## config.mk

```make
export PLATFORM = sky130hd
export DESIGN_NAME = tpwm_timer
export DESIGN_NICKNAME = d
export VERILOG_FILES = /design/src/include/tpwm_pkg.sv /design/src/tpwm_timer.sv
export SDC_FILE = /design/constraint.sdc
export NUM_CORES = 1
export LEC_CHECK = 0
export BUFFER_PORTS_ARGS = -buffer_cell sky130_fd_sc_hd__buf_2
export CELL_PAD_IN_SITES_DETAIL_PLACEMENT = 1
export CELL_PAD_IN_SITES_GLOBAL_PLACEMENT = 1
export CORE_MARGIN = 10
export CORE_UTILIZATION = 28
export DETAILED_ROUTE_END_ITERATION = 12
export GPL_ROUTABILITY_DRIVEN = 0
export PLACE_DENSITY_LB_ADDON = 0.1
export SLEW_MARGIN = 20
export SYNTH_ARGS = -nofsm -noshare
export SYNTH_HDL_FRONTEND = slang
export SYNTH_SLANG_ARGS = --single-unit
```

## constraint.sdc

```tcl
create_clock -name pclk -period 3.8 [get_ports pclk]
set_input_delay 0.19 -clock pclk [delete_from_list [all_inputs] [get_ports pclk]]
set_output_delay 0.19 -clock pclk [all_outputs]
set_load 0.02 [all_outputs]
```

## src/include/tpwm_pkg.sv

```systemverilog
package tpwm_pkg;
  // register byte addresses
  localparam logic [7:0] ADDR_STATUS_CTRL = 8'h00;
  localparam logic [7:0] ADDR_COUNTER     = 8'h04;
  localparam logic [7:0] ADDR_PERIOD      = 8'h08;
  localparam logic [7:0] ADDR_CH0_CTRL    = 8'h0c;
  localparam logic [7:0] ADDR_CH0_VALUE   = 8'h10;
  localparam logic [7:0] ADDR_CH1_CTRL    = 8'h14;
  localparam logic [7:0] ADDR_CH1_VALUE   = 8'h18;

  // timer_status_ctrl fields
  localparam int SC_FLAG   = 7;
  localparam int SC_IRQ_EN = 6;
  localparam int SC_HALT   = 5;
  localparam int SC_CLEAR  = 4;
  localparam int SC_DIV_HI = 2;

  // channel status ctrl fields
  localparam int CC_FLAG   = 7;
  localparam int CC_IRQ_EN = 6;
  localparam int CC_BUF    = 5;
  localparam int CC_SINGLE = 4;
  localparam int CC_ELS_HI = 3;
  localparam int CC_ELS_LO = 2;
  localparam int CC_TOGGLE = 1;
  localparam int CC_FULL   = 0;

  localparam logic [2:0]  DIV_EXT_CLOCK   = 3'h7;
  localparam logic [15:0] PERIOD_RESET    = 16'hffff;
  localparam logic [15:0] COUNT_ZERO      = 16'h0000;
  localparam logic [6:0]  PRESCALE_ZERO   = 7'h00;
  localparam logic [6:0]  PRESCALE_ONES   = 7'h7f;
  localparam logic [1:0]  ELS_OFF         = 2'h0;
  localparam logic [1:0]  ELS_TOGGLE      = 2'h1;
  localparam logic [1:0]  ELS_CLEAR       = 2'h2;
  localparam logic [1:0]  ELS_SET         = 2'h3;
endpackage

```

## src/tpwm_timer.sv

```systemverilog
// Behaviour
// - overflow toggles pin when toggle_on_wrap set
// - width runs from overflow to compare match
// - period 255 undivided gives 256 clocks
// - value 128 of 256 gives half duty
// - compare uses live value, passed values miss
// - buffered bit links channels onto channel 0 pin
// - last written pair takes over at overflow
// - buffered: channel 0 control, channel 1 pin freed
// - buffered bit beats single mode bit
// - no toggle on wrap gives constant 0%
// - full duty plus toggle gives 100%
// - overflow flag on wrap, interrupt if enabled
// - channel flag on capture/compare, interrupt if enabled
// - wait mode: runs, registers locked, irq wakes
// - stop mode freezes all state
// - break halts counter and blocks captures
// - break clears allowed when clear-allow high
// - break protects flags when clear-allow low
// - divider select 1..64 or external clock pin
// - overflow flag cleared by read-then-write-zero only
// - counter clear bit resets counter, reads zero
`timescale 1ns/1ns
`default_nettype none
module tpwm_timer #(
  parameter int CNT_W = 16
) (
  input  wire logic              pclk,
  input  wire logic              presetn,
  input  wire logic              clk_en,
  input  wire logic              psel,
  input  wire logic              penable,
  input  wire logic              pwrite,
  input  wire logic [7:0]        paddr,
  input  wire logic [31:0]       pwdata,
  output var  logic [31:0]       prdata,
  output logic                   pready,
  output logic                   pslverr,
  input  wire logic              cpu_wait,
  input  wire logic              stop_mode,
  input  wire logic              break_active,
  input  wire logic              break_clear_allow,
  input  wire logic              ext_count_clock_pin,
  input  wire logic              chan0_pin_in,
  output var  logic              chan0_pin_out,
  output var  logic              chan0_pin_oe,
  input  wire logic              chan1_pin_in,
  output var  logic              chan1_pin_out,
  output var  logic              chan1_pin_oe,
  output logic                   irq,
  output logic                   wake_req
);
  // stop mode freezes everything, same as the clock enable
  logic run;
  assign run = clk_en & ~stop_mode;

  // ---------------- bus ----------------
  logic setup_ph;
  logic access_ph;
  logic wr_ok;
  logic rd_ok;
  assign setup_ph  = psel & ~penable;
  assign access_ph = psel & penable & run;
  assign pready    = 1'b1;
  assign pslverr   = psel & penable & cpu_wait;
  assign wr_ok     = access_ph & pwrite & ~cpu_wait;
  assign rd_ok     = access_ph & ~pwrite & ~cpu_wait;

  // status bits may only change in break when software is allowed to
  logic flag_access_ok;
  assign flag_access_ok = ~break_active | break_clear_allow;

  // ---------------- control registers ----------------
  logic             overflow_flag;
  logic             overflow_irq_en;
  logic             counter_halt;
  logic [2:0]       clk_div_sel;
  logic [CNT_W-1:0] period_value;
  logic [CNT_W-1:0] count;
  logic [6:0]       prescale;
  logic             ovf_armed;
  logic             ext_prev;

  logic wr_sc;
  logic counter_clear;
  assign wr_sc         = wr_ok && paddr == tpwm_pkg::ADDR_STATUS_CTRL;
  assign counter_clear = wr_sc & pwdata[tpwm_pkg::SC_CLEAR];

  always_ff @(posedge pclk or negedge presetn) begin
    if (!presetn) begin
      overflow_irq_en <= 1'b0;
      counter_halt    <= 1'b1;
      clk_div_sel     <= 3'h0;
    end else if (run && wr_sc) begin
      overflow_irq_en <= pwdata[tpwm_pkg::SC_IRQ_EN];
      counter_halt    <= pwdata[tpwm_pkg::SC_HALT];
      clk_div_sel     <= pwdata[tpwm_pkg::SC_DIV_HI:0];
    end
  end

  always_ff @(posedge pclk or negedge presetn) begin
    if (!presetn) begin
      period_value <= tpwm_pkg::PERIOD_RESET;
    end else if (run && wr_ok && paddr == tpwm_pkg::ADDR_PERIOD) begin
      period_value <= pwdata[CNT_W-1:0];
    end
  end

  // ---------------- prescaler and counter ----------------
  logic [6:0] div_mask;
  logic       tick;
  logic       ext_rise;
  logic       count_run;
  logic       wrap;
  logic [CNT_W-1:0] next_count;

  assign div_mask  = tpwm_pkg::PRESCALE_ONES >> (tpwm_pkg::DIV_EXT_CLOCK - clk_div_sel);
  assign ext_rise  = ext_count_clock_pin & ~ext_prev;
  assign count_run = ~counter_halt & ~break_active;
  always_comb begin
    if (clk_div_sel == tpwm_pkg::DIV_EXT_CLOCK) begin
      tick = count_run & ext_rise;
    end else begin
      tick = count_run && (prescale & div_mask) == div_mask;
    end
  end
  assign wrap       = tick && count == period_value;
  assign next_count = wrap ? tpwm_pkg::COUNT_ZERO : count + 1'b1;

  always_ff @(posedge pclk or negedge presetn) begin
    if (!presetn) begin
      ext_prev <= 1'b0;
    end else if (run) begin
      ext_prev <= ext_count_clock_pin;
    end
  end

  always_ff @(posedge pclk or negedge presetn) begin
    if (!presetn) begin
      prescale <= tpwm_pkg::PRESCALE_ZERO;
      count    <= tpwm_pkg::COUNT_ZERO;
    end else if (run) begin
      if (counter_clear) begin
        prescale <= tpwm_pkg::PRESCALE_ZERO;
        count    <= tpwm_pkg::COUNT_ZERO;
      end else if (count_run) begin
        prescale <= prescale + 1'b1;
        if (tick) begin
          count <= next_count;
        end
      end
    end
  end

  // read arms the clear; a later overflow disarms it so it is never lost
  always_ff @(posedge pclk or negedge presetn) begin
    if (!presetn) begin
      overflow_flag <= 1'b0;
      ovf_armed     <= 1'b0;
    end else if (run) begin
      if (wrap) begin
        overflow_flag <= 1'b1;
        ovf_armed     <= 1'b0;
      end else if (wr_sc && flag_access_ok && ovf_armed && !pwdata[tpwm_pkg::SC_FLAG]) begin
        overflow_flag <= 1'b0;
        ovf_armed     <= 1'b0;
      end else if (rd_ok && flag_access_ok && overflow_flag &&
                   paddr == tpwm_pkg::ADDR_STATUS_CTRL) begin
        ovf_armed <= 1'b1;
      end
    end
  end

  // ---------------- channels ----------------
  logic [1:0]       chan_event_flag;
  logic [1:0]       chan_irq_en;
  logic             buffered_mode_sel;
  logic [1:0]       single_mode_bit;
  logic [1:0]       edge_level_sel_hi;
  logic [1:0]       edge_level_sel_lo;
  logic [1:0]       toggle_on_wrap;
  logic [1:0]       full_duty_sel;
  logic [CNT_W-1:0] chan_value [2];
  logic [1:0]       chan_out;
  logic [1:0]       chan_in_prev;
  logic [1:0]       chan_event;
  logic [1:0]       chan_is_out;
  logic [1:0]       chan_pin_in;
  logic [7:0]       chan_ctrl_rd [2];
  logic             active_pair;
  logic             last_written;

  assign chan_pin_in = {chan1_pin_in, chan0_pin_in};

  // buffered pairing: last written pair wins at each overflow
  always_ff @(posedge pclk or negedge presetn) begin
    if (!presetn) begin
      active_pair  <= 1'b0;
      last_written <= 1'b0;
    end else if (run) begin
      if (!buffered_mode_sel) begin
        active_pair  <= 1'b0;
        last_written <= 1'b0;
      end else begin
        if (wr_ok && paddr == tpwm_pkg::ADDR_CH0_VALUE) begin
          last_written <= 1'b0;
        end else if (wr_ok && paddr == tpwm_pkg::ADDR_CH1_VALUE) begin
          last_written <= 1'b1;
        end
        if (wrap) begin
          active_pair <= last_written;
        end
      end
    end
  end

  always_ff @(posedge pclk or negedge presetn) begin
    if (!presetn) begin
      buffered_mode_sel <= 1'b0;
    end else if (run && wr_ok && paddr == tpwm_pkg::ADDR_CH0_CTRL) begin
      buffered_mode_sel <= pwdata[tpwm_pkg::CC_BUF];
    end
  end

  for (genvar c = 0; c < 2; c++) begin : g_chan
    localparam logic [7:0] CTRL_ADDR = c == 0 ? tpwm_pkg::ADDR_CH0_CTRL
                                              : tpwm_pkg::ADDR_CH1_CTRL;
    localparam logic [7:0] VAL_ADDR  = c == 0 ? tpwm_pkg::ADDR_CH0_VALUE
                                              : tpwm_pkg::ADDR_CH1_VALUE;
    logic             wr_ctrl;
    logic             unused_ch;
    logic             out_mode;
    logic [1:0]       els;
    logic [CNT_W-1:0] cmp_value;
    logic             match;
    logic             cap_edge;
    logic             armed;
    logic             drive_level;

    assign wr_ctrl   = wr_ok && paddr == CTRL_ADDR;
    assign unused_ch = (c == 1) & buffered_mode_sel;
    // buffered takes precedence over single mode
    assign out_mode  = (c == 0) ? (buffered_mode_sel | single_mode_bit[c])
                                : single_mode_bit[c];
    assign els       = {edge_level_sel_hi[c], edge_level_sel_lo[c]};
    assign cmp_value = (c == 0 && active_pair) ? chan_value[1] : chan_value[c];
    // live value compared, so a value already passed misses this period
    assign match     = tick && next_count == cmp_value && out_mode && !unused_ch;
    always_comb begin
      unique case (els)
        tpwm_pkg::ELS_OFF:    cap_edge = 1'b0;
        tpwm_pkg::ELS_TOGGLE: cap_edge = chan_pin_in[c] & ~chan_in_prev[c];
        tpwm_pkg::ELS_CLEAR:  cap_edge = ~chan_pin_in[c] & chan_in_prev[c];
        tpwm_pkg::ELS_SET:    cap_edge = chan_pin_in[c] ^ chan_in_prev[c];
      endcase
    end
    assign chan_event[c] = match |
      (cap_edge & ~out_mode & ~unused_ch & ~break_active & ~counter_halt);
    assign chan_is_out[c] = out_mode & ~unused_ch & (els != tpwm_pkg::ELS_OFF);
    // full duty shows the pulse level, which is the opposite of the compare action
    assign drive_level = (full_duty_sel[c] & toggle_on_wrap[c]) ?
                         ~edge_level_sel_lo[c] : chan_out[c];

    always_ff @(posedge pclk or negedge presetn) begin
      if (!presetn) begin
        chan_irq_en[c]       <= 1'b0;
        single_mode_bit[c]   <= 1'b0;
        edge_level_sel_hi[c] <= 1'b0;
        edge_level_sel_lo[c] <= 1'b0;
        toggle_on_wrap[c]    <= 1'b0;
        full_duty_sel[c]     <= 1'b0;
      end else if (run && wr_ctrl && !unused_ch) begin
        chan_irq_en[c]       <= pwdata[tpwm_pkg::CC_IRQ_EN];
        single_mode_bit[c]   <= pwdata[tpwm_pkg::CC_SINGLE];
        edge_level_sel_hi[c] <= pwdata[tpwm_pkg::CC_ELS_HI];
        edge_level_sel_lo[c] <= pwdata[tpwm_pkg::CC_ELS_LO];
        toggle_on_wrap[c]    <= pwdata[tpwm_pkg::CC_TOGGLE];
        full_duty_sel[c]     <= pwdata[tpwm_pkg::CC_FULL];
      end
    end

    // value register; a capture loads the counter into it
    always_ff @(posedge pclk or negedge presetn) begin
      if (!presetn) begin
        chan_value[c] <= tpwm_pkg::COUNT_ZERO;
      end else if (run) begin
        if (chan_event[c] && !out_mode) begin
          chan_value[c] <= count;
        end else if (wr_ok && paddr == VAL_ADDR) begin
          chan_value[c] <= pwdata[CNT_W-1:0];
        end
      end
    end

    always_ff @(posedge pclk or negedge presetn) begin
      if (!presetn) begin
        chan_in_prev[c] <= 1'b0;
      end else if (run) begin
        chan_in_prev[c] <= chan_pin_in[c];
      end
    end

    // overflow toggle first, then compare forces its level
    always_ff @(posedge pclk or negedge presetn) begin
      if (!presetn) begin
        chan_out[c] <= 1'b0;
      end else if (run && out_mode && !unused_ch) begin
        if (match) begin
          unique case (els)
            tpwm_pkg::ELS_OFF:    chan_out[c] <= wrap && toggle_on_wrap[c] ?
                                                 ~chan_out[c] : chan_out[c];
            tpwm_pkg::ELS_TOGGLE: chan_out[c] <= (wrap && toggle_on_wrap[c]) ?
                                                 chan_out[c] : ~chan_out[c];
            tpwm_pkg::ELS_CLEAR:  chan_out[c] <= 1'b0;
            tpwm_pkg::ELS_SET:    chan_out[c] <= 1'b1;
          endcase
        end else if (wrap && toggle_on_wrap[c]) begin
          chan_out[c] <= ~chan_out[c];
        end
      end
    end

    always_ff @(posedge pclk or negedge presetn) begin
      if (!presetn) begin
        chan_event_flag[c] <= 1'b0;
        armed              <= 1'b0;
      end else if (run) begin
        if (chan_event[c] || (c == 0 && chan_event[1] && buffered_mode_sel)) begin
          chan_event_flag[c] <= 1'b1;
          armed              <= 1'b0;
        end else if (wr_ctrl && flag_access_ok && armed && !pwdata[tpwm_pkg::CC_FLAG]) begin
          chan_event_flag[c] <= 1'b0;
          armed              <= 1'b0;
        end else if (rd_ok && flag_access_ok && chan_event_flag[c] &&
                     paddr == CTRL_ADDR) begin
          armed <= 1'b1;
        end
      end
    end

    assign chan_ctrl_rd[c] = unused_ch ? 8'h00 :
      {chan_event_flag[c], chan_irq_en[c], (c == 0) & buffered_mode_sel,
       single_mode_bit[c], edge_level_sel_hi[c], edge_level_sel_lo[c],
       toggle_on_wrap[c], full_duty_sel[c]};
  end

  // buffered output rides on the channel 0 pin only
  assign chan0_pin_out = g_chan[0].drive_level;
  assign chan0_pin_oe  = chan_is_out[0];
  assign chan1_pin_out = g_chan[1].drive_level;
  assign chan1_pin_oe  = chan_is_out[1];

  // ---------------- interrupt and wake ----------------
  assign irq = (overflow_flag & overflow_irq_en) |
               (|(chan_event_flag & chan_irq_en));
  assign wake_req = irq;

  // ---------------- read data ----------------
  logic [31:0] next_prdata;
  always_comb begin
    next_prdata = 32'h0000_0000;
    unique case (paddr)
      tpwm_pkg::ADDR_STATUS_CTRL:
        next_prdata[7:0] = {overflow_flag, overflow_irq_en, counter_halt,
                            1'b0, 1'b0, clk_div_sel};
      tpwm_pkg::ADDR_COUNTER:   next_prdata[CNT_W-1:0] = count;
      tpwm_pkg::ADDR_PERIOD:    next_prdata[CNT_W-1:0] = period_value;
      tpwm_pkg::ADDR_CH0_CTRL:  next_prdata[7:0] = chan_ctrl_rd[0];
      tpwm_pkg::ADDR_CH0_VALUE: next_prdata[CNT_W-1:0] = chan_value[0];
      tpwm_pkg::ADDR_CH1_CTRL:  next_prdata[7:0] = chan_ctrl_rd[1];
      tpwm_pkg::ADDR_CH1_VALUE: next_prdata[CNT_W-1:0] = chan_value[1];
      default:                  next_prdata = 32'h0000_0000;
    endcase
    if (cpu_wait) begin
      next_prdata = 32'h0000_0000;
    end
  end

  always_ff @(posedge pclk or negedge presetn) begin
    if (!presetn) begin
      prdata <= 32'h0000_0000;
    end else if (run && setup_ph && !pwrite) begin
      prdata <= next_prdata;
    end
  end
endmodule
`default_nettype wire

```

==> key figures, run 1 <==
Drt
  – DR iter-0 viols: 360
  – Routed metal-1 wire length: approximately 13,000 µm
  – Routed WL per cell: around 23 µm
  – Top Layer Used: met4
  – Via density per instance: about 5.3
  – Post-DRT Antenna Nets: 0
  – Total length of routed wires: roughly 28,000 µm
  – Met2 WL post-DR: approximately 14,000 µm
  – Vias post-DR: approximately 6,400
  – Router iterations before antenna repair: 7
  – DRC errors left: 0
  – Met3 routed WL: about 900 µm

Global routing
  – Gr usage total: 0.171
  – Number of global-route vias before repair: roughly 7,000
  – First-pass GRT wire length: ~44,000 µm
  – Largest net degree at the start of global routing: 73
  – Grt ovf: 0
  – Number of antenna violations at the first check in global routing: 0

Min path
  – Worst hold path class: in2reg

Yosys
  – Post-Syn Area: about 7500 µm²
  – Fraction of registers with async set/reset: 1.00
  – Synth top area share: 0.335
  – Synth Register Bits: about 120
  – Ys Warns: 0
  – Syn Inst Count: 795
  – Dominant synthesized flop cell: dfrtp_1
  – Post-synthesis cell type count: 76
  – Area contributors post-synth: dfrtp_1 (33%), mux2i_1 (9.0%), dfstp_2 (6.0%)
  – Mapped Avg Cell Area: roughly 9.4 µm²
  – Synth area leader: dfrtp_1
  – Post-synthesis sequential area ratio: 0.394
  – Synth top cells by count: dfrtp_1 (100), nand2_1 (88), mux2i_1 (67)
  – Count leader, synth: dfrtp_1
  – Number of synthesized flops with an enable pin: 0

Clock tree
  – H-tree Lvls: 4
  – Clk slew on worst S/H paths: 60 ps
  – CTS tree: built
  – Clk Latency, worst-skew pair: 430 ps
  – Clock root cell: clkbuf_16
  – Clock buffer depth: 2
  – Post-CTS Hold Buffers: 4
  – Post-CTS Setup Repair Bufs: 0
  – Total CTS buffers: 17
  – Sinks on Clock Net: between 100 and 150
  – Post-cts sizing count: 0

Timing
  – Pins over their slew limit: 0
  – Total negative slack: 0 ps
  – Fin crit share: 0.841
  – Worst slew pin tran: between 900 and 1000 ps
  – Slew margin rel.: 0.385
  – Final Hold Viols: 0
  – Achievable Freq: between 300 and 400 MHz
  – Unrepaired setup endpoints after global routing: false
  – Final setup fails: 0
  – Worst Skew: around 14 ps
  – Crit path time final: approximately 3200 ps

Cells and area
  – Design Area, Final: about 8800 µm²
  – Layout Utilization: 0.336
  – Nets: about 900
  – # diodes: 0
  – Layout cells sized above 1: 0.236
  – Fill count: roughly 3,000
  – Syn-to-layout area delta: 17.7%

Pwr
  – Pwr Density: between 300 and 400 nW/µm²
  – Pleak: ~3.7 nW
  – VDD IR max: roughly 0.26 mV

Floorplan
  – Initial core utilization: 0.285
  – Num ports: 93
  – Die width: 183 µm
  – Core Rows: between 50 and 60
  – Die Area: between 30,000 and 40,000 µm²
  – Core area: 26,200 µm²
  – Chip height: 183 µm

Place
  – Dpl hpwl: roughly 21,000 µm
  – Placed Instance Area: 8140 µm²
  – Buffers on Ports: 59

Worst setup path
  – CP arrival: about 3600 ps
  – Critical path fanouts, max: 9
  – Startpoint types: register
  – Slowest CP cell: dfrtp_1
  – Crit Path Category: reg2reg
  – Crit path cell chain: nand4_4 -> nor4_2 -> xor2_1 -> nand2_1 -> o22ai_1 -> nand2_1 -> a221oi_1 -> buf_4 -> nand3_1 -> buf_4 -> a21oi_1
  – Critical path capture point type: register
  – Slowest cell delay on critical path: between 600 and 700 ps
  – Critical path required time: just over 4000 ps

Flow run
  – Max-cap violations: 0

Status
  – Status: finished clean
[power breakdown]
group / switching [W] / total (W) / leakage (nW) / internal, W
sequential: 0.0000417 / 0.00132 / 1.55 / 0.00128
combinational: 0.000172 / 0.000268 / 1.84 / 0.0000959
clock: 0.000674 / 0.00175 / 0.293 / 0.00108
total: 0.000888 / 0.00334 / 3.69 / 0.00245
[state kept, by name (all words and copies together), names as in the netlist, 2 cells and up]
register and count:
chan_value 16, count 16, g_chan.cmp_value 16, period_value 16, prdata 16, chan_ctrl_rd 7
prescale 6, clk_div_sel 3, chan_in_prev 2, chan_out 2, g_chan.armed 2
[path summary, 6_finish.rpt]
path / end / slack [ps] / startpoint / depth (start not counted)
min in group asynchronous: chan_value[27]$_DFFE_PN0P_ / 330 / presetn / 2
hold / removal: period_value[8]$_DFFE_PN1P_ / 20 / pwdata[8] / 2
setup / recovery: chan_out[1]$_DFFE_PN0P_ / 600 / count[6]$_DFFE_PN0P_ / 11
max in group asynchronous: period_value[4]$_DFFE_PN1P_ / 2680 / presetn / 3
setup reg to reg: chan_out[1]$_DFFE_PN0P_ / 600 / count[6]$_DFFE_PN0P_ / 11
hold reg to reg: prdata[2]$_DFFE_PN0P_ / 480 / prdata[2]$_DFFE_PN0P_ / 1
[logic make-up (layout without fill, tap and decap cells)]
logic type	count (synthesis)	in the layout	synth area share
xor+xnor	41	41	0.0480
flops	117	117	0.394
simple gates	258	258	0.176
mux	106	106	0.148
other cells	2	17	0.00100
buf+inv	86	144	0.0612
compound gates	179	179	0.161
fa+ha+maj	6	6	0.0100
[layout make-up]
type                       instances  area, µm²  area share
inverter                          16       60.1     0.00682
clock inverter                    13        169      0.0192
timing repair buffer              96        602      0.0683
multi-input combinational        607       4160       0.472
clock buffer                      19        453      0.0514
tap                              335        419      0.0476
sequential                       117       2950       0.335
[per-stage QoR]
step                instances  hold slack, ps  setup WS [ps]  total power, W
global placement         1167             416            645         0.00160
CTS                      1203            11.6            602         0.00338
floorplan                 810            -106           1210         0.00149
detailed placement       1167             419            623         0.00161
global route             1203            29.8            309         0.00348
finish                   1203            24.2            605         0.00334
[critical path, delay by kind of cell, from the launching register on]
kind | cells | cell delay [ps]
buffers and inverters | 2 | 410
AO/OA/AOI/OAI | 3 | 620
XOR/XNOR | 1 | 490
flip-flops | 1 | 680
AND/OR/NAND/NOR | 5 | 910
[placed cells by master (no fill, tap or decap), drive strengths merged, types with 6 or more instances in the layout]
cell type	n
dfrtp	100
clkbuf	19
a21oi	26
xnor2	26
conb	17
nand2b	9
a222oi	8
nand4	17
nand3	14
xor2	15
nor2	63
and4	6
mux2	39
nor3	19
nor2b	10
a21o	6
ha	6
a31oi	7
mux2i	67
nand2	88
inv	21
a221oi	14
o21ai	78
dfstp	17
buf	92
[metal layers]
| metal | vias to the layer above | GRT usage |
|---|---|---|
| met2 | 118 | 0.292 |
| met3 | 26 | 0.0336 |
| met4 | 0 | 0.0544 |
| li1 | 2967 | - |
| met5 | - | 0 |
| met1 | 3282 | 0.212 |
Note: power is estimated with default switching activity, not from simulation.
==> run 2: changes to the inputs <==
--- a/config.mk
+++ b/config.mk
@@ -5,6 +5,7 @@
 export SDC_FILE = /design/constraint.sdc
 export NUM_CORES = 1
 export LEC_CHECK = 0
+export ABC_AREA = 1
 export BUFFER_PORTS_ARGS = -buffer_cell sky130_fd_sc_hd__buf_2
 export CELL_PAD_IN_SITES_DETAIL_PLACEMENT = 1
 export CELL_PAD_IN_SITES_GLOBAL_PLACEMENT = 1
==> constraint.sdc (replaced) <==
create_clock -name pclk -period 2.67 [get_ports pclk]
set_input_delay 0.1335 -clock pclk [delete_from_list [all_inputs] [get_ports pclk]]
set_output_delay 0.1335 -clock pclk [all_outputs]
set_load 0.02 [all_outputs]
==> run 2 against run 1 <==
Net effect:
- non-clock buffer count is 71 higher
- sequential power is 41% higher
- maximum frequency is 26% higher
- highest routed layer unchanged
==> key figures, run 2 <==
Yosys
  – Dominant synthesized flop cell: dfrtp_1
  – Ys Warns: 0
  – Mux cell area share after synthesis: 0
  – Largest family of logic cells by synthesized area: simple AND/OR/NAND/NOR gates
  – Complex-gate fraction of the synthesized area: 0.186
  – Xor and xnor area share after synthesis: 0.0332
  – Synth top cells by count: nand2_1 (261), inv_1 (144), o21ai_0 (116)
  – Post-synthesis sequential area ratio: 0.399
  – Post-Syn Area: 7380 µm²
  – Synth top area share: 0.339
  – Synth Register Bits: approximately 120
  – Fraction of registers with async set/reset: 1.00
  – Syn Inst Count: 1,030
  – Count leader, synth: nand2_1
  – Synth area leader: dfrtp_1
  – Mapped Avg Cell Area: just over 7 µm²
  – Synth Area in Adders: 0.0102
  – Post-synthesis cell type count: 46
  – Number of synthesized flops with an enable pin: 0
  – Simple-Gate Fraction of Synth Area: 0.243
  – Area contributors post-synth: dfrtp_1 (34%), nand2_1 (13%), o21ai_0 (7.9%)

Timing
  – Crit path time final: roughly 2500 ps
  – Pins over their slew limit: 0
  – Achievable Freq: between 300 and 400 MHz
  – Worst slew pin tran: 663 ps
  – Slew margin rel.: 0.547
  – Unrepaired setup endpoints after global routing: true
  – Worst Skew: 12.4 ps
  – Fin crit share: 0.953
  – Final setup fails: 0
  – Final Hold Viols: 0

Drt
  – Via density per instance: 4.89
  – Router iterations before antenna repair: 5
  – Total length of routed wires: between 30,000 and 40,000 µm
  – Vias post-DR: 7,426
  – Routed WL per cell: a little under 20 µm
  – DRC errors left: 0
  – DR iter-0 viols: 379
  – Post-DRT Antenna Nets: 0

Status
  – Status: finished clean

Global routing
  – First-pass GRT wire length: about 47,000 µm
  – Largest net degree at the start of global routing: 45
  – Gr usage total: 0.181
  – Number of global-route vias before repair: roughly 8,000
  – Number of antenna violations at the first check in global routing: 1
  – Grt ovf: 0

Worst setup path
  – Crit path cell chain: xnor2_1 -> nand2_1 -> nor2_1 -> nand2_1 -> nor2_2 -> nand2_2 -> buf_4 -> nand3_1 -> nand2_1 -> nor2_1 -> nand3_2 -> nor2_4 -> a21boi_1 -> buf_4 -> nor2_1 -> a21oi_1
  – Slowest CP cell: dfstp_2
  – R2R depth: 16
  – Critical path capture point type: register
  – Crit path depth: 16
  – Critical path required time: 2980 ps
  – Buf+Inv Stages, Crit Path: 2
  – Startpoint types: register
  – Slowest cell delay on critical path: between 500 and 600 ps
  – Critical path fanouts, max: 5
  – Largest delay contributor family on the critical path: simple AND/OR/NAND/NOR gates
  – CP arrival: 2860 ps
  – Crit Path Category: reg2reg

Floorplan
  – Num ports: 93
  – Die width: between 150 and 200 µm
  – Die Area: 33,300 µm²
  – Core Rows: between 50 and 60
  – Chip height: roughly 180 µm
  – Core area: 26,000 µm²
  – Initial core utilization: 0.284

Cells and area
  – Layout Utilization: 0.365
  – # diodes: 0
  – Layout cells sized above 1: 0.223
  – Nets: 1,231
  – Most frequent cells in the layout: nand2_1 (256), inv_1 (144), o21ai_0 (115)
  – Register area: 2960 µm²
  – Syn-to-layout area delta: 28.4%
  – Most common cell after layout, fill and taps aside: nand2_1
  – Area of the multi-input gates: ~3700 µm²
  – Fill count: 3,246

Clock tree
  – Clock root cell: clkbuf_16
  – Sinks on Clock Net: 117
  – CTS tree: built
  – H-tree Lvls: 4
  – Clk slew on worst S/H paths: approximately 60 ps
  – Total CTS buffers: 17
  – Clk Latency, worst-skew pair: approximately 430 ps
  – Clock buffer depth: 2

Min path
  – Worst Hold Depth: 3
  – Worst hold path class: in2reg

Pwr
  – VDD IR max: roughly 0.36 mV
  – Pleak: between 4 and 5 nW
  – Total Power: roughly 0.0050 W
  – Pwr Density: ~520 nW/µm²

Place
  – Buffers on Ports: between 50 and 60
  – Dpl hpwl: 23,000 µm

Flow run
  – Max-cap violations: 0
-- run 2: cell count changes after synthesis, sizes merged, moves of 10 or more --
cell    change
nor2b      -10
xnor2      -17
o211ai     +12
inv       +144
nand3      +41
o21ai      +42
nand2     +175
mux2i      -67
o22ai      +42
buf        -12
mux2       -39
-- run 2: through the flow --
stage          instance area [µm²]  std cells  TNS (ps)  worst slack (ps)  hold slack [ps]
3_5_place_dp                  8560       1472      -117             -85.6              193
2_1_floorplan                 7440       1045         0               564             -162
5_1_grt                       9480       1518      -141             -92.2             26.3
6_report                      9480       1518         0               125             3.00
3_3_place_gp                  8560       1472     -38.3             -34.4              187
4_1_cts                       9370       1516         0              5.00            0.372
-- run 2: layer usage --
layer,vias up,share of wire,global-route usage
met4,0,0.027,0.0661
met3,34,0.025,0.0275
met5,-,0,0
met2,106,0.49,0.306
li1,3613,-,-
met1,3673,0.46,0.230
-- run 2: worst register-to-register path, delay by kind of cell (launching register included) --
kind                   cells  cell delay [ps]
AO/OA/AOI/OAI              2              150
XOR/XNOR                   1              230
buffers and inverters      2              340
flip-flops                 1              580
AND/OR/NAND/NOR           11             1140
-- run 2: timing repair --
action / in CTS / in global routing
resized for setup: 6 / 27
hold buffers: 14 / 0
buffers inserted: 0 / 2
hold endpoints to repair: 45 / 0
pin swaps: 0 / 6
setup endpoints to repair: 4 / 6
-- run 2: worst paths after layout --
check	from	to	slack, ps
worst min-delay path	pwdata[10]	period_value[10]$_DFFE_PN1P_	3
worst min register to register	prescale[5]$_DFFE_PN0P_	prescale[5]$_DFFE_PN0P_	480
min in group asynchronous	presetn	chan_value[28]$_DFFE_PN0P_	260
worst max-delay path	period_value[10]$_DFFE_PN1P_	g_chan[1].armed$_DFFE_PN0P_	120
max in group asynchronous	presetn	counter_halt$_DFFE_PN1P_	1650
worst max register to register	period_value[10]$_DFFE_PN1P_	g_chan[1].armed$_DFFE_PN0P_	120
-- run 2: report_power, final --
group | total (W) | internal (W) | leakage (nW) | switching [W]
Clock | 0.00259 | 0.00168 | 0.308 | 0.000906
Combinational | 0.000522 | 0.000188 | 3.19 | 0.000334
Sequential | 0.00186 | 0.00183 | 1.30 | 0.0000307
-- run 2: logic make-up after synthesis --
logic type | count (synthesis)
compound gates | 235
simple gates | 421
other cells | 2
fa+ha+maj | 6
xor+xnor | 28
buf+inv | 221
flops | 117
-- run 2: area by class of cell --
cell class | count | area share
clock buffers | 23 | 0.0525
flip-flops and latches | 117 | 0.312
multi-input cells | 707 | 0.387
clock inverters | 7 | 0.0152
repair buffers | 167 | 0.125
inverters | 162 | 0.0641
well taps | 335 | 0.0442
==> run 3: changes to the inputs <==
--- a/config.mk
+++ b/config.mk
@@ -9,12 +9,14 @@
 export BUFFER_PORTS_ARGS = -buffer_cell sky130_fd_sc_hd__buf_2
 export CELL_PAD_IN_SITES_DETAIL_PLACEMENT = 1
 export CELL_PAD_IN_SITES_GLOBAL_PLACEMENT = 1
+export CORE_ASPECT_RATIO = 2
 export CORE_MARGIN = 10
 export CORE_UTILIZATION = 28
 export DETAILED_ROUTE_END_ITERATION = 12
 export GPL_ROUTABILITY_DRIVEN = 0
+export MAX_ROUTING_LAYER = met4
 export PLACE_DENSITY_LB_ADDON = 0.1
-export SLEW_MARGIN = 20
+export SLEW_MARGIN = 10
 export SYNTH_ARGS = -nofsm -noshare
 export SYNTH_HDL_FRONTEND = slang
 export SYNTH_SLANG_ARGS = --single-unit
==> run 3 against run 2 <==
Net effect:
- first-iteration DRC count is 29% lower
- count of clock-buffer cells in the layout is 4 lower
- non-clock buffer count is 55 higher
- critical path depth is 6 higher
- maximum frequency is 2.8% lower
- combinational power is 16% higher
- clock power is 8% lower
- setup slack worse by 74 ps
- power is 2.3% lower
- wire length is 12% higher
==> key figures, run 3 (synthesis results as in run 2) <==
Cells and area
  – Fill count: between 3,000 and 4,000
  – Layout cells sized above 1: 0.288
  – Syn-to-layout area delta: 37.6%
  – Most frequent cells in the layout: nand2_1 (233), inv_1 (143), buf_4 (131)
  – Layout Utilization: 0.388
  – Nets: about 1,300
  – Post-route insts no fill: approximately 1,600
  – Most common cell after layout, fill and taps aside: nand2_1
  – # diodes: 0

Clock tree
  – Total CTS buffers: 17
  – Clock buffer depth: 2
  – H-tree Lvls: 4
  – CTS tree: built
  – Sinks on Clock Net: between 100 and 150
  – Clk slew on worst S/H paths: ~60 ps
  – Clock root cell: clkbuf_16
  – Clk Latency, worst-skew pair: 450 ps

Drt
  – DR iter-0 viols: 268
  – Router iterations before antenna repair: 4
  – Vias post-DR: a little under 8,000
  – DRC errors left: 0
  – Post-DRT Antenna Nets: 0
  – Total length of routed wires: ~34,000 µm
  – Routed WL per cell: around 21 µm
  – Via density per instance: 4.88

Global routing
  – Met3 Resource Use GR: 0.0330
  – Largest net degree at the start of global routing: about 120
  – First-pass GRT wire length: ~50,000 µm
  – Met1 usage: 0.183
  – Gr usage total: 0.209
  – Grt ovf: 0
  – Number of antenna violations at the first check in global routing: 0
  – Number of global-route vias before repair: approximately 8,400
  – Met2 GRT Util: 0.392
  – Grt peak-use layer: met2

Status
  – Status: finished clean

Pwr
  – Pwr Density: between 400 and 500 nW/µm²
  – VDD IR max: ~0.55 mV
  – Pleak: between 5 and 6 nW

Min path
  – Worst hold path class: in2reg
  – HP Start: pwdata[12]

Timing
  – Pins over their slew limit: 0
  – Worst slew pin tran: between 700 and 800 ps
  – Unrepaired setup endpoints after global routing: true
  – Slew margin rel.: 0.510
  – Crit path time final: about 2600 ps
  – Fin crit share: 0.981
  – Final setup fails: 0
  – Final Hold Viols: 0
  – Worst Skew: 10.0 ps
  – Achievable Freq: 382 MHz

Floorplan
  – Chip height: roughly 250 µm
  – Core Rows: 84
  – Num ports: a little over 90
  – Initial core utilization: 0.282
  – Die Area: ~34,000 µm²
  – Die width: approximately 130 µm
  – Core area: between 20,000 and 30,000 µm²

Place
  – # placed instances: between 1,500 and 2,000
  – Buffers on Ports: 59
  – Dpl hpwl: between 20,000 and 30,000 µm

Worst setup path
  – Critical path capture point type: register
  – Startpoint types: register
  – Worst Setup SP: period_value[6]$_DFFE_PN1P_
  – Critical path required time: 3020 ps
  – Crit Path Category: reg2reg
  – R2R Setup Slk: 50 ps
  – CP arrival: around 3000 ps
  – Crit Reg-Reg Startpoint: period_value[6]$_DFFE_PN1P_
  – Critical path fanouts, max: 15

Flow run
  – Max-cap violations: 0
-- run 3: critical path: stages (launching register included) --
cell      delay, ps
dfstp_2         540
buf_4           110
nand2_1          50
nand2_1          60
clkinv_1         60
nand2_2          60
nor2_2           30
nand2_1          60
nor2_2           40
nand2_2         110
buf_6           180
nand2_1         140
nand2_1         150
nand2_1          80
nor2_2          130
nand3_2         120
nor2_4          150
buf_6           130
nand3_2          80
nand2_2          90
inv_2            30
nand2_1          50
nand2_1          40
-- run 3: cell type report --
class	instances	area, µm²	area share
multi-input cells	707	3890	0.382
well taps	344	430	0.0424
repair buffers	222	1690	0.166
clock inverters	13	149	0.0147
flip-flops and latches	117	2950	0.291
inverters	162	613	0.0603
clock buffers	19	443	0.0436
-- run 3: power by group --
group | switching (W) | leakage (nW) | internal [W]
clock | 0.000979 | 0.281 | 0.00141
sequential | 0.0000313 | 1.30 | 0.00183
combinational | 0.000375 | 3.55 | 0.000229
total | 0.00139 | 5.13 | 0.00347
-- run 3: path summary, 6_finish.rpt --
| check | endpoint | cells after the start |
|---|---|---|
| setup / recovery | chan_out[1]$_DFFE_PN0P_ | 22 |
| hold / removal | period_value[12]$_DFFE_PN1P_ | 3 |
| setup reg to reg | chan_out[1]$_DFFE_PN0P_ | 22 |
| hold reg to reg | prescale[5]$_DFFE_PN0P_ | 1 |
| max in group asynchronous | clk_div_sel[1]$_DFFE_PN0P_ | 3 |
| min in group asynchronous | chan_in_prev[0]$_DFFE_PN0P_ | 3 |
-- run 3: what timing repair did --
| item | 4_1_cts | 5_1_grt |
|---|---|---|
| buffers inserted | 9 | 4 |
| endpoints found under the hold margin | 119 | 0 |
| hold buffers | 19 | 0 |
| setup endpoints to repair | 6 | 6 |
| resized for setup | 47 | 54 |
| pin swaps | 29 | 28 |
-- run 3: through the flow --
step / TNS [ps] / total power [W] / area (µm²) / hold WS, ps / setup slack [ps]
3_3_place_gp: -594 / 0.00243 / 8920 / 295 / -283
2_1_floorplan: 0 / 0.00218 / 7440 / -162 / 564
4_1_cts: -6.97 / 0.00492 / 9940 / 23.3 / -6.97
5_1_grt: -234 / 0.00506 / 10200 / 47.4 / -104
6_report: 0 / 0.00485 / 10200 / 21.4 / 50.2
3_5_place_dp: -774 / 0.00243 / 8920 / 301 / -292
-- run 3: per-layer routing --
layer  vias up  share of wire
li1       3730              -
met1      3786           0.34
met2       134           0.57
met3        75          0.022
met4         0          0.070
met5         -              0
